$ cat config.mk
export PLATFORM = sky130hd
export DESIGN_NAME = eat_ctrl
export DESIGN_NICKNAME = d
export VERILOG_FILES = /design/src/pkg/eat_pkg.sv /design/src/pkg/eat_sync_if.sv /design/src/rtl/eat_ack_sync.sv /design/src/rtl/eat_ctrl.sv
export SDC_FILE = /design/constraint.sdc
export NUM_CORES = 1
export LEC_CHECK = 0
export CAP_MARGIN = 30
export CORE_MARGIN = 4
export CORE_UTILIZATION = 55
export CTS_BUF_LIST = sky130_fd_sc_hd__clkbuf_2
export DETAILED_ROUTE_END_ITERATION = 16
export DONT_BUFFER_PORTS = 1
export HOLD_SLACK_MARGIN = 0.15
export PLACE_DENSITY = 0.7
export SETUP_SLACK_MARGIN = 0.1
export SLEW_MARGIN = 25
export SYNTH_ARGS = -nofsm -noshare
export SYNTH_HDL_FRONTEND = slang
export SYNTH_HIERARCHICAL = 1
export SYNTH_SLANG_ARGS = --single-unit
export TNS_END_PERCENT = 20
$ cat constraint.sdc
create_clock -name CLK -period 2.29 [get_ports CLK]
set_input_delay 0 -clock CLK [delete_from_list [all_inputs] [get_ports CLK]]
set_output_delay 0 -clock CLK [all_outputs]
set_load 0.05 [all_outputs]
$ cat src/pkg/eat_pkg.sv
package eat_pkg;
	// timing and field constants for the acknowledge-terminated access block
	localparam int          CLK_MHZ          = 25;
	localparam int          TIMEOUT_CYCLES   = 1024;
	localparam int          TMO_W            = 11;
	localparam int          WSC_W            = 6;
	localparam logic [5:0]  WSC_EDGE_CODE    = 6'h3f;
	localparam int          DLY_W            = 4;
	localparam int          IGN_W            = 2;
	localparam logic [2:0]  IGN_BASE         = 3'h2;
	localparam int          CS_W             = 3;
	localparam logic [2:0]  CS_EDGE_ONLY     = 3'h5;
	localparam logic [2:0]  CS_SHARED_ACK    = 3'h4;
	localparam logic [10:0] TMO_RESET        = 11'h000;

	typedef enum {
		ST_IDLE,
		ST_SETUP,
		ST_IGNORE,
		ST_WAIT,
		ST_NEGATE
	} eat_state_t;
endpackage

$ cat src/pkg/eat_sync_if.sv
`timescale 1ns/1ps
`default_nettype none
// carries the synchronised acknowledge level and its rising edge
interface eat_sync_if;
	logic ack_level;
	logic ack_rise;
	modport src (output ack_level, output ack_rise);
	modport dst (input ack_level, input ack_rise);
endinterface
`default_nettype wire

$ cat src/rtl/eat_ack_sync.sv
`timescale 1ns/1ps
`default_nettype none
// two-flop synchroniser for the acknowledge pin plus a rise detector behind it
module eat_ack_sync (
	input  wire logic clk,
	input  wire logic nrst,
	input  wire logic ack_pin,
	eat_sync_if.src   sync
);
	logic meta_reg;
	logic stab_reg;
	logic prev_reg;

	// first flop feeds only the second; the edge detector looks at stable bits
	always_ff @(posedge clk) begin
		if (!nrst) begin
			meta_reg <= 1'b0;
			stab_reg <= 1'b0;
			prev_reg <= 1'b0;
		end else begin
			meta_reg <= ack_pin;
			stab_reg <= meta_reg;
			prev_reg <= stab_reg;
		end
	end

	assign sync.ack_level = stab_reg;
	assign sync.ack_rise  = stab_reg & ~prev_reg;
endmodule
`default_nettype wire

$ cat src/rtl/eat_ctrl.sv
`timescale 1ns/1ps
`default_nettype none
// Notes on behaviour
// - on an asynchronous access with acknowledge enabled, 1024 cycles without termination raise a bus error
// - two detection modes: rising edge, or level after an insensitivity period
// - edge mode ends the transfer on an acknowledge rising edge before time-out
// - edge detection is honoured only on chip select five
// - nonzero select delay lets back-to-back transfers wait for each new edge
// - level mode ignores acknowledge for 2 to 5 cycles from the ignore field
// - acknowledge high at first sample: finish with programmed wait states
// - acknowledge low at first sample: stall until high, within time-out
// - level mode pauses whenever acknowledge goes low, resumes once high
module eat_ctrl (
	input  wire logic                        CLK,
	input  wire logic                        NRST,
	input  wire logic                        REQ,
	input  wire logic [eat_pkg::CS_W-1:0]    CS_SEL,
	input  wire logic                        SYNC_MODE,
	input  wire logic                        ACK_GATE_ENABLE,
	input  wire logic                        EXTERNAL_WAIT_ENABLE,
	input  wire logic [eat_pkg::WSC_W-1:0]   WAIT_STATE_COUNT,
	input  wire logic [eat_pkg::DLY_W-1:0]   CHIP_SELECT_ASSERT_DELAY,
	input  wire logic [eat_pkg::DLY_W-1:0]   CHIP_SELECT_NEGATE_DELAY,
	input  wire logic [eat_pkg::IGN_W-1:0]   ACK_IGNORE_TIME,
	input  wire logic                        EXT_TRANSFER_ACK,
	output logic                             CS_ACTIVE,
	output logic                             DONE,
	output logic                             BUS_ERROR,
	output logic                             BUSY
);
	import eat_pkg::*;

	eat_sync_if sync_bus ();

	eat_state_t         state_reg;
	logic [TMO_W-1:0]   tmo_reg;
	logic [DLY_W-1:0]   dly_reg;
	logic [WSC_W-1:0]   ws_reg;
	logic               edge_mode_reg;
	logic               ack_mode_reg;
	logic               timeout;

	eat_ack_sync u_sync (
		.clk     (CLK),
		.nrst    (NRST),
		.ack_pin (EXT_TRANSFER_ACK),
		.sync    (sync_bus)
	);

	// level acknowledge and time-out only apply to asynchronous transfers; edge-mode acknowledge also applies to synchronous ones
	function automatic logic ack_used(input logic sync_bit, input logic ew, input logic ack_gate_enable);
		return !sync_bit && (ew || ack_gate_enable);
	endfunction

	// insensitivity length: field 0..3 maps to 2..5 cycles
	function automatic logic [DLY_W-1:0] ignore_len(input logic [IGN_W-1:0] f);
		return DLY_W'({1'b0, IGN_BASE} + {2'b00, f});
	endfunction

	assign timeout = ack_mode_reg && (tmo_reg == TMO_W'(TIMEOUT_CYCLES - 1));

	// latch the mode at the start of each access
	always_ff @(posedge CLK) begin
		if (!NRST) begin
			edge_mode_reg <= 1'b0;
			ack_mode_reg  <= 1'b0;
		end else if (state_reg == ST_IDLE && REQ) begin
			// edge detection only counts on select five; elsewhere gating is ignored
			edge_mode_reg <= ACK_GATE_ENABLE && (CS_SEL == CS_EDGE_ONLY);
			ack_mode_reg  <= ack_used(SYNC_MODE, EXTERNAL_WAIT_ENABLE,
				ACK_GATE_ENABLE && (CS_SEL == CS_EDGE_ONLY));
		end
	end

	// time-out counter runs from select assertion until termination
	always_ff @(posedge CLK) begin
		if (!NRST) begin
			tmo_reg <= TMO_RESET;
		end else if (state_reg == ST_IDLE || state_reg == ST_NEGATE) begin
			tmo_reg <= TMO_RESET;
		end else begin
			tmo_reg <= tmo_reg + TMO_W'(1);
		end
	end

	// access sequencer
	always_ff @(posedge CLK) begin
		if (!NRST) begin
			state_reg <= ST_IDLE;
			dly_reg   <= '0;
			ws_reg    <= '0;
		end else begin
			case (state_reg)
				ST_IDLE: begin
					if (REQ) begin
						state_reg <= ST_SETUP;
						dly_reg   <= CHIP_SELECT_ASSERT_DELAY;
						ws_reg    <= WAIT_STATE_COUNT;
					end
				end
				ST_SETUP: begin
					if (dly_reg != '0) begin
						dly_reg <= dly_reg - DLY_W'(1);
					end else if (ack_mode_reg && !edge_mode_reg) begin
						state_reg <= ST_IGNORE;
						dly_reg   <= ignore_len(ACK_IGNORE_TIME);
					end else begin
						state_reg <= ST_WAIT;
					end
				end
				ST_IGNORE: begin
					// acknowledge not looked at here
					if (timeout) begin
						state_reg <= ST_NEGATE;
						dly_reg   <= CHIP_SELECT_NEGATE_DELAY;
					end else if (dly_reg <= DLY_W'(1)) begin
						state_reg <= ST_WAIT;
					end else begin
						dly_reg <= dly_reg - DLY_W'(1);
					end
				end
				ST_WAIT: begin
					if (timeout) begin
						state_reg <= ST_NEGATE;
						dly_reg   <= CHIP_SELECT_NEGATE_DELAY;
					end else if (edge_mode_reg) begin
						// in edge mode the wait count is ignored; any value waits for the edge alone
						if (sync_bus.ack_rise) begin
							state_reg <= ST_NEGATE;
							dly_reg   <= CHIP_SELECT_NEGATE_DELAY;
						end
					end else if (ack_mode_reg && !sync_bus.ack_level) begin
						state_reg <= ST_WAIT;
					end else if (ws_reg == '0) begin
						state_reg <= ST_NEGATE;
						dly_reg   <= CHIP_SELECT_NEGATE_DELAY;
					end else begin
						ws_reg <= ws_reg - WSC_W'(1);
					end
				end
				ST_NEGATE: begin
					// the negate gap forces the next edge to be a fresh one
					if (dly_reg != '0) begin
						dly_reg <= dly_reg - DLY_W'(1);
					end else begin
						state_reg <= ST_IDLE;
					end
				end
				default: begin
					state_reg <= ST_IDLE;
				end
			endcase
		end
	end

	// select line: up from the accepting edge until the edge that ends the wait phase;
	// it mirrors the sequencer's exit terms so the pin drops with the state change
	always_ff @(posedge CLK) begin
		if (!NRST) begin
			CS_ACTIVE <= 1'b0;
		end else begin
			CS_ACTIVE <= (state_reg == ST_IDLE && REQ) || state_reg == ST_SETUP
				|| state_reg == ST_IGNORE
				|| (state_reg == ST_WAIT && !(timeout
				|| (edge_mode_reg && sync_bus.ack_rise)
				|| (!edge_mode_reg && (!ack_mode_reg || sync_bus.ack_level)
				&& ws_reg == '0)));
		end
	end

	// done pulse: one cycle, on the edge that leaves the negate gap, also after an error
	always_ff @(posedge CLK) begin
		if (!NRST) begin
			DONE <= 1'b0;
		end else begin
			DONE <= state_reg == ST_NEGATE && dly_reg == '0;
		end
	end

	// error pulse: one cycle on time-out; the access still runs its negate gap afterwards
	always_ff @(posedge CLK) begin
		if (!NRST) begin
			BUS_ERROR <= 1'b0;
		end else begin
			BUS_ERROR <= (state_reg == ST_WAIT || state_reg == ST_IGNORE) && timeout;
		end
	end

	// busy level: falls with the done pulse so a held request is taken one cycle later
	always_ff @(posedge CLK) begin
		if (!NRST) begin
			BUSY <= 1'b0;
		end else begin
			BUSY <= !(state_reg == ST_IDLE && !REQ)
				&& !(state_reg == ST_NEGATE && dly_reg == '0);
		end
	end
endmodule
`default_nettype wire

==> impl_metrics.ini, run 1 <==
[layout]
mostFrequentLayoutCells = 37 x nor2_1, 32 x dfxtp_1, 22 x dlygate4sd3_1, 21 x nand2_1
largest_register_ffs = 11
diodes = 0
fin_cells = 328
final_common_cell = nor2_1
areaGrowthSynthToFinish_pct = 17.2
final_net_count = 314
drive_gt1_frac = 0.128

[power_and_ir_drop]
power_leakage_nw = 0.932
total_power_w = 0.00251
switching_share = 0.444
switching_power_w = 0.00112
p_clk_frac = 0.100
ir_worst_vdd_v = 0.000590
p_int_w = 0.00140
p_comb_frac = 0.561
power_frac_seq = 0.339
power.density_nw_per_um2 = 1050

[worst_setup_path]
cp_max_fo = 10
cp-end-kind = flop
reg2reg_to = dly_reg[1]
r2r-start = state_reg[2]
rrSetupSlack_ps = 160
critPathArrivalTime_ps = 2410
rr_worst_depth = 7
critical_path_class = flop to flop
required_ps = 2570
startpoint_type = flop

[sta]
max_freq_mhz = 470
whs_ps = 202
slew_headroom = 0.514
worst_slew_pin_slew_ps = 724
clock_skew_ps = 16.9
setup_tns_ps = 0
finalSetupViolations = 0
fin_crit_sh = 0.929
final-max-slew-violation-count = 0
min_period_ps = 2130
hold_viol = 0
rsz0062_at_grt = yes

[clock_tree]
clock_latency_ps = 370
numCtsBuffers = 5
clock_path_buffers = 2
postCtsSetupBuffers = 0
cts_htree_levels = 2
cts-root-buf = clkbuf_2
cts_tree = yes
clkTransAtPathRegs_ps = 160
clock_sinks = 33

[die]
die_h_um = 68.9
start_util = 0.588
die_area_um2 = 4740
die_w_um = 68.9
fp-row-count = 21
coreArea_um2 = 3470
io_pins = 30

[worst_hold_path]
holdPathStages = 5
min_from = CHIP_SELECT_NEGATE_DELAY[0]
hp-class = primary input to flop
holdPathEnd = dly_reg[0]

[outcome]
status = finished clean

[logic_synthesis]
ys_async_sr_fraction = 0
yosysUniqueCellTypes = 63
synthesis.nets = 285
synthesis.area_um2 = 2040
synth_top_family_by_area = simple AND/OR/NAND/NOR gates
synth_area_per_cell_um2 = 8.02
yosysSeqAreaShare = 0.324
synth_mux_area_frac = 0.0147
ys.flop_type = dfxtp_1
synth_cells = 254
yosysWarningCount = 6
ys_seq_elements = 33
synth-edff-count = 0
yosys.area_share.simple = 0.324
synth_xor_area_frac = 0.0516
synth_fa_ha_area_frac = 0.0307
synth_compound_area_frac = 0.211

[place]
dp_cells = 300
hpwl_um = 3490
numPortBuffers = 0
gp_congestion = 0.932

[global_routing]
grt_max_degree = 18
grtUsageTotal = 0.231
grt_pass1_vias = 1827
gr-total-overflow = 0
antenna_found_initial = 0
grt_pass1_wl_um = 8200

[drt]
firstDrtPassIters = 4
wl_um = 4790
antenna_left = 0
vias = 1910
vias_per_cell = 5.82
drc = 0
drt_iter0_markers = 170
avgRoutedWirePerCell_um = 14.6

[job]
cap_violations = 0
[power groups by stage]
stage	clock (W)	sequential (W)	combinational, W
6_report	0.000251	0.000852	0.00141
3_5_place_dp	0	0.000860	0.00136
3_3_place_gp	0	0.000859	0.00135
5_1_grt	0.000278	0.000872	0.00158
2_1_floorplan	0	0.000795	0.00108
4_1_cts	0.000263	0.000846	0.00140
[worst max-delay path by stage]
stage | from | end | slack (ps) | cells past startpoint
6_report | state_reg[2] | dly_reg[1] | 160 | 7
5_1_grt | tmo_reg[0] | dly_reg[2] | 60 | 8
4_1_cts | state_reg[0] | dly_reg[1] | 210 | 6
3_5_place_dp | tmo_reg[0] | dly_reg[2] | 220 | 8
3_3_place_gp | tmo_reg[0] | dly_reg[2] | 280 | 8
2_1_floorplan | dly_reg[0] | dly_reg[2] | 260 | 9
[worst max-delay path, stage by stage, from the launching register on]
cell and delay (ps):
dfxtp_1 520, buf_4 230, inv_1 90, xnor2_1 410, nand2b_1 100, nand2_1 70, dlygate4sd3_1 560, o41ai_1 60
[routing by layer]
metal | wire [um] | GRT usage
met5 | 0 | 0
met4 | 77 | 0.0900
met3 | 239 | 0.0454
met2 | 2240 | 0.386
met1 | 2230 | 0.292
[metrics by stage]
step | utilization | worst slack (ps) | instance area [um^2]
3_3_place_gp | 0.617 | 279 | 2140
4_1_cts | 0.689 | 213 | 2390
6_report | 0.689 | 163 | 2390
3_5_place_dp | 0.617 | 224 | 2140
2_1_floorplan | - | 263 | 2040
5_1_grt | 0.689 | 59.0 | 2390
[area by class of cell]
class / count / area [um^2]
multi-input combinational: 199 / 1290
fill: 297 / 1080
sequential: 33 / 662
timing repair buffer: 35 / 318
tap: 46 / 57.6
inverter: 9 / 33.8
clock buffer: 5 / 25.0
clock inverter: 1 / 5.00
[what timing repair did]
item                                    in CTS  in global routing
hold buffers                                22                  0
hold endpoints to repair                    33                  0
gates resized for setup                      0                  1
endpoints found under the setup margin       0                  2
[cell families (layout without fill, tap and decap cells)]
| kind of cell | count (synthesis) | after routing |
|---|---|---|
| AOI/OAI and AO/OA | 61 | 61 |
| xor gates and xnor gates | 12 | 12 |
| adders and majority gates | 5 | 5 |
| buffers and inverters | 22 | 50 |
| DFF | 33 | 33 |
| muxes | 3 | 3 |
| and+or+nand+nor | 118 | 118 |
[synthesized netlist by cell type (all sizes together), types with 6 or more instances]
cell	n	area (um^2)
nor2	38	150
dfxtp	33	661
nand2	21	78.8
o21ai	16	83.8
nand3	12	60.1
nor3	10	71.3
a21oi	9	45.0
clkbuf	8	30.0
inv	8	30.0
xor2	7	61.3
nand2b	6	37.5
nor2b	6	45.0
(Power assumes the default switching activity.)
==> run 2: changes to the inputs <==
--- a/config.mk
+++ b/config.mk
@@ -5,18 +5,17 @@
 export SDC_FILE = /design/constraint.sdc
 export NUM_CORES = 1
 export LEC_CHECK = 0
+export BUFFER_PORTS_ARGS = -buffer_cell sky130_fd_sc_hd__buf_2
 export CAP_MARGIN = 30
 export CORE_MARGIN = 4
 export CORE_UTILIZATION = 55
 export CTS_BUF_LIST = sky130_fd_sc_hd__clkbuf_2
 export DETAILED_ROUTE_END_ITERATION = 16
-export DONT_BUFFER_PORTS = 1
 export HOLD_SLACK_MARGIN = 0.15
-export PLACE_DENSITY = 0.7
+export PLACE_DENSITY = 0.77
 export SETUP_SLACK_MARGIN = 0.1
 export SLEW_MARGIN = 25
 export SYNTH_ARGS = -nofsm -noshare
 export SYNTH_HDL_FRONTEND = slang
-export SYNTH_HIERARCHICAL = 1
 export SYNTH_SLANG_ARGS = --single-unit
 export TNS_END_PERCENT = 20
==> impl_metrics.ini, run 2 <==
[outcome]
status = finished clean

[logic_synthesis]
yosys-top-cells-count = 33 x dfxtp_1, 29 x nor2_1, 17 x nand2_1
yosysUniqueCellTypes = 60
yosysTopAreaCellShare = 0.327
synthesis.nets = 276
synth_cells = 245
ys_async_sr_fraction = 0
synth_most_common_cell = dfxtp_1
synthesis.area_um2 = 2020
ys.flop_type = dfxtp_1
synth_area_per_cell_um2 = 8.24
yosysSeqAreaShare = 0.327
synth_top_cell_by_area = dfxtp_1
yosysWarningCount = 0
synth-edff-count = 0
ys_seq_elements = 33
synth_area_leaders = dfxtp_1 33%, nor2_1 5.4%, nand2_1 3.2%, ha_1 3.1%, a21oi_1 3.0%

[worst_setup_path]
slowest_stage = dlygate4sd3_1
cp_max_fo = 6
slowest_delay_ps = 570
critPathArrivalTime_ps = 2390
required_ps = 2580
startpoint_type = flop
critical_path_class = flop to flop
cp-end-kind = flop
path_cells = or2_1, nor3b_4, buf_4, mux2i_1, nor2_1, dlygate4sd3_1

[layout]
mostFrequentLayoutCells = 33 x dfxtp_1, 29 x nor2_1, 29 x buf_2, 24 x dlygate4sd3_1, 17 x nand2_1
areaGrowthSynthToFinish_pct = 26.3
final_common_cell = dfxtp_1
diodes = 0
fill_cells = 271
drive_gt1_frac = 0.196
final_net_count = 331
final_area_um2 = 2550
largest_register_ffs = 11

[power_and_ir_drop]
p_clk_frac = 0.149
p_int_w = 0.00148
p_comb_frac = 0.546
ir_worst_vdd_v = 0.000535
power_leakage_nw = 1.06
power.density_nw_per_um2 = 1000
total_power_w = 0.00256
switching_power_w = 0.00108
switching_share = 0.423
power_frac_seq = 0.306

[sta]
rsz0062_at_grt = yes
fin_crit_sh = 0.914
finalSetupViolations = 0
setup_tns_ps = 0
final-max-slew-violation-count = 0
clock_skew_ps = 11.6
max_freq_mhz = 478
slew_headroom = 0.639
min_period_ps = 2090
hold_viol = 0
worst_slew_pin_slew_ps = 541

[clock_tree]
cts_tree = yes
clkTransAtPathRegs_ps = 170
clock_latency_ps = 380
cts_htree_levels = 2
clock_path_buffers = 2
cts-root-buf = clkbuf_2
numCtsBuffers = 5
clock_sinks = 33

[place]
numPortBuffers = 29
postPlaceCellArea_um2 = 2220
hpwl_um = 3510
gp_congestion = 0.909

[global_routing]
antenna_found_initial = 0
grt_pass1_vias = 1841
grt_max_degree = 19
grtUsageTotal = 0.235
grt_pass1_wl_um = 8400
gr-total-overflow = 0

[die]
start_util = 0.587
coreArea_um2 = 3440
fp-row-count = 21
io_pins = 30
die_area_um2 = 4710
die_h_um = 68.6
die_w_um = 68.6

[drt]
firstDrtPassIters = 5
vias_per_cell = 5.82
wl_um = 4890
drc = 0
avgRoutedWirePerCell_um = 14.1
antenna_left = 0
vias = 2021
drt_iter0_markers = 262

[worst_hold_path]
hp-class = primary input to flop

[job]
cap_violations = 0
run 2: cell count changes after synthesis, sizes merged, moves of 5 or more:
cell	previous run	this run
o21ai	16	6
nor2	38	29
and3	1	7
buf	5	10
run 2: metrics by stage:
step	utilization	worst slack (ps)	instances	hold slack, ps
floorplan	-	452	245	127
global placement	0.646	306	315	213
detailed placement	0.646	246	315	212
CTS	0.735	153	347	181
global route	0.741	89.0	347	199
finish	0.741	196	347	176
run 2: cells by family (layout without fill, tap and decap cells):
group,after synthesis,in the layout,share of synthesized area
AOI/OAI and AO/OA,67,67,0.255
xor gates and xnor gates,11,11,0.0477
adders and majority gates,5,5,0.0310
buffers and inverters,23,79,0.0489
DFF,33,33,0.327
muxes,3,3,0.0149
and+or+nand+nor,103,103,0.275
run 2: timing repair:
item	CTS	global route
endpoints found under the setup margin	0	4
gates resized for setup	0	4
hold buffers	24	0
buffers inserted	0	0
endpoints found under the hold margin	21	0
run 2: final cells by class:
cell class / count / area [um^2] / area share
Clock buffer: 5 / 25.0 / 0.00981
Clock inverter: 3 / 41.3 / 0.0162
Tap cell: 46 / 57.6 / 0.0226
Multi-Input combinational cell: 189 / 1280 / 0.501
Inverter: 9 / 33.8 / 0.0132
Sequential cell: 33 / 661 / 0.259
Timing Repair Buffer: 62 / 453 / 0.178
run 2: worst max-delay path: cells and delay by family, from the launching register on:
family | cells | cell delay, ps
buf+inv | 2 | 740
flops | 1 | 390
mux | 1 | 200
simple gates | 3 | 680
run 2: metal layers:
metal  vias to the layer above  wire length [um]  GRT usage
met5                         -                 0          0
met4                         0                46     0.0695
met3                         6               470     0.0470
met2                        78              2180      0.358
met1                       925              2190      0.333
li1                       1012                 -          -
run 2: final timing paths:
| kind | startpoint | end | cells past startpoint | slack [ps] |
|---|---|---|---|---|
| hold / removal | CHIP_SELECT_NEGATE_DELAY[2] | dly_reg[2] | 4 | 180 |
| setup / recovery | state_reg[0] | ack_mode_reg | 6 | 200 |
| hold reg to reg | u_sync.meta_reg | u_sync.sync.ack_level | 1 | 460 |
| setup reg to reg | state_reg[0] | ack_mode_reg | 6 | 200 |
run 2: power groups by stage:
| stage | registers (W) | clock network (W) | logic (W) |
|---|---|---|---|
| CTS | 0.000775 | 0.000388 | 0.00136 |
| finish | 0.000783 | 0.000380 | 0.00140 |
| floorplan | 0.000785 | 0 | 0.00101 |
| global route | 0.000799 | 0.000419 | 0.00154 |
| detailed placement | 0.000789 | 0 | 0.00131 |
| global placement | 0.000785 | 0 | 0.00130 |
==> run 3: changes to the inputs <==
--- a/config.mk
+++ b/config.mk
@@ -10,6 +10,7 @@
 export CORE_MARGIN = 4
 export CORE_UTILIZATION = 55
 export CTS_BUF_LIST = sky130_fd_sc_hd__clkbuf_2
+export CTS_CLUSTER_SIZE = 40
 export DETAILED_ROUTE_END_ITERATION = 16
 export HOLD_SLACK_MARGIN = 0.15
 export PLACE_DENSITY = 0.77
@@ -17,5 +18,6 @@
 export SLEW_MARGIN = 25
 export SYNTH_ARGS = -nofsm -noshare
 export SYNTH_HDL_FRONTEND = slang
+export SYNTH_HIERARCHICAL = 1
 export SYNTH_SLANG_ARGS = --single-unit
 export TNS_END_PERCENT = 20
==> impl_metrics.ini, run 3 (synthesized netlist as in run 1, its figures left out) <==
[job]
cap_violations = 0

[die]
coreArea_um2 = 3470
die_area_um2 = 4740
die_h_um = 68.9
die_w_um = 68.9
io_pins = 30
fp-row-count = 21
start_util = 0.588

[sta]
worst_slew_pin_slew_ps = 761
slew_headroom = 0.489
max_freq_mhz = 476
fin_ws_ps = 190
fin_crit_sh = 0.917
hold_viol = 0
min_period_ps = 2100
finalSetupViolations = 0
clock_skew_ps = 18.9
setup_tns_ps = 0
rsz0062_at_grt = no
final-max-slew-violation-count = 0

[layout]
final_net_count = 337
final_area_um2 = 2520
ff_latch_area_um2 = 664
largest_register_ffs = 11
final_common_cell = nor2_1
multi_input_area_um2 = 1310
areaGrowthSynthToFinish_pct = 23.8
mostFrequentLayoutCells = 37 x nor2_1, 32 x dfxtp_1, 29 x buf_2, 22 x dlygate4sd3_1, 21 x nand2_1
drive_gt1_frac = 0.199
fill_cells = 276
diodes = 0
utilization = 0.727

[clock_tree]
clkTransAtPathRegs_ps = 170
clock_path_buffers = 2
cts-root-buf = clkbuf_2
numCtsBuffers = 5
cts_tree = yes
postCtsSetupBuffers = 0
clock_sinks = 33
cts_htree_levels = 2
clock_latency_ps = 380

[global_routing]
grt_pass1_wl_um = 8240
gr-total-overflow = 0
grt_max_degree = 20
grt_pass1_vias = 1922
grtUsageTotal = 0.232
antenna_found_initial = 0

[drt]
firstDrtPassIters = 4
drc = 0
antenna_left = 0
vias_per_cell = 5.71
wl_um = 4870
drt_iter0_markers = 185
avgRoutedWirePerCell_um = 13.8
vias = 2010

[place]
post-place-ws_ps = 137
gp_congestion = 0.841
postPlaceCellArea_um2 = 2240
numPortBuffers = 29
hpwl_um = 3400

[worst_setup_path]
startpoint_type = flop
required_ps = 2590
cp.depth = 8
path_cells = inv_1, ha_4, or3b_4, or3_4, nand4_2, or2_4, nor3_2, a32o_1
critPathArrivalTime_ps = 2400
r2r-start = dly_reg[0]
crit_buf_inv = 1
startpoint = dly_reg[0]
rrSetupSlack_ps = 190
cp-endpoint = dly_reg[2]
reg2reg_to = dly_reg[2]
critical_path_class = flop to flop
rr_worst_depth = 8
cpLargestDelayFamily = simple AND/OR/NAND/NOR gates
slowest_stage = or3b_4
cp_max_fo = 6
slowest_delay_ps = 420
cp-end-kind = flop

[power_and_ir_drop]
total_power_w = 0.00250
power_leakage_nw = 1.02
power.density_nw_per_um2 = 992
ir_worst_vdd_v = 0.000551

[outcome]
status = finished clean

[worst_hold_path]
hp-class = primary input to flop
==> run 3: cell count changes in the layout (fill, tap and decap cells not counted), moves of 3 or more <==
cell	previous run	this run
a211o_1	3	0
a21oi_1	12	9
and3_1	6	1
nand2_1	17	21
nand3_1	8	12
nor2_1	29	37
nor2b_1	2	5
o211ai_1	6	3
o21ai_0	5	13
or3_1	4	0
==> run 3: stage by stage <==
| stage | hold slack (ps) | std cells |
|---|---|---|
| 5_1_grt | 223 | 352 |
| 3_3_place_gp | 209 | 323 |
| 2_1_floorplan | 122 | 254 |
| 4_1_cts | 202 | 352 |
| 3_5_place_dp | 211 | 323 |
| 6_report | 210 | 352 |
==> run 3: worst min-delay path: cells and delay by family <==
family | cells | cell delay (ps)
AOI/OAI and AO/OA | 3 | 270
and+or+nand+nor | 2 | 210
buffers and inverters | 1 | 90
==> run 3: area by class of cell <==
class / instances / share of cell area
repair buffers: 58 / 0.166
clock inverters: 2 / 0.00446
multi-input cells: 199 / 0.520
flip-flops and latches: 33 / 0.263
clock buffers: 5 / 0.00992
inverters: 9 / 0.0134
well taps: 46 / 0.0228
==> run 3: timing repair <==
action                                  in CTS  in global routing
endpoints found under the setup margin       0                  5
hold endpoints to repair                    19                  0
gates resized for setup                      0                  6
hold buffers                                22                  0
==> run 3: worst min path at each step <==
stage	start	cells after the start	to
after global routing	ACK_IGNORE_TIME[1]	6	dly_reg[2]
after CTS	ACK_IGNORE_TIME[1]	6	dly_reg[2]
after detailed placement	EXT_TRANSFER_ACK	2	u_sync/meta_reg
after global placement	EXT_TRANSFER_ACK	2	u_sync/meta_reg
final	ACK_IGNORE_TIME[1]	6	dly_reg[2]
after floorplan	NRST	1	u_sync/meta_reg
==> run 3: metal layers <==
layer	track usage	wire length [um]	vias to the layer above	share of wire
li1	-	-	1015	-
met1	0.288	2170	914	0.45
met2	0.377	2280	66	0.47
met3	0.0470	291	15	0.060
met4	0.122	126	0	0.026
met5	0	0	-	0
==> run 3: where the power goes <==
| group | internal, W | switching (W) |
|---|---|---|
| Sequential | 0.000683 | 0.000137 |
| Combinational | 0.000629 | 0.000787 |
| Clock | 0.0000657 | 0.000201 |
| Total | 0.00138 | 0.00113 |
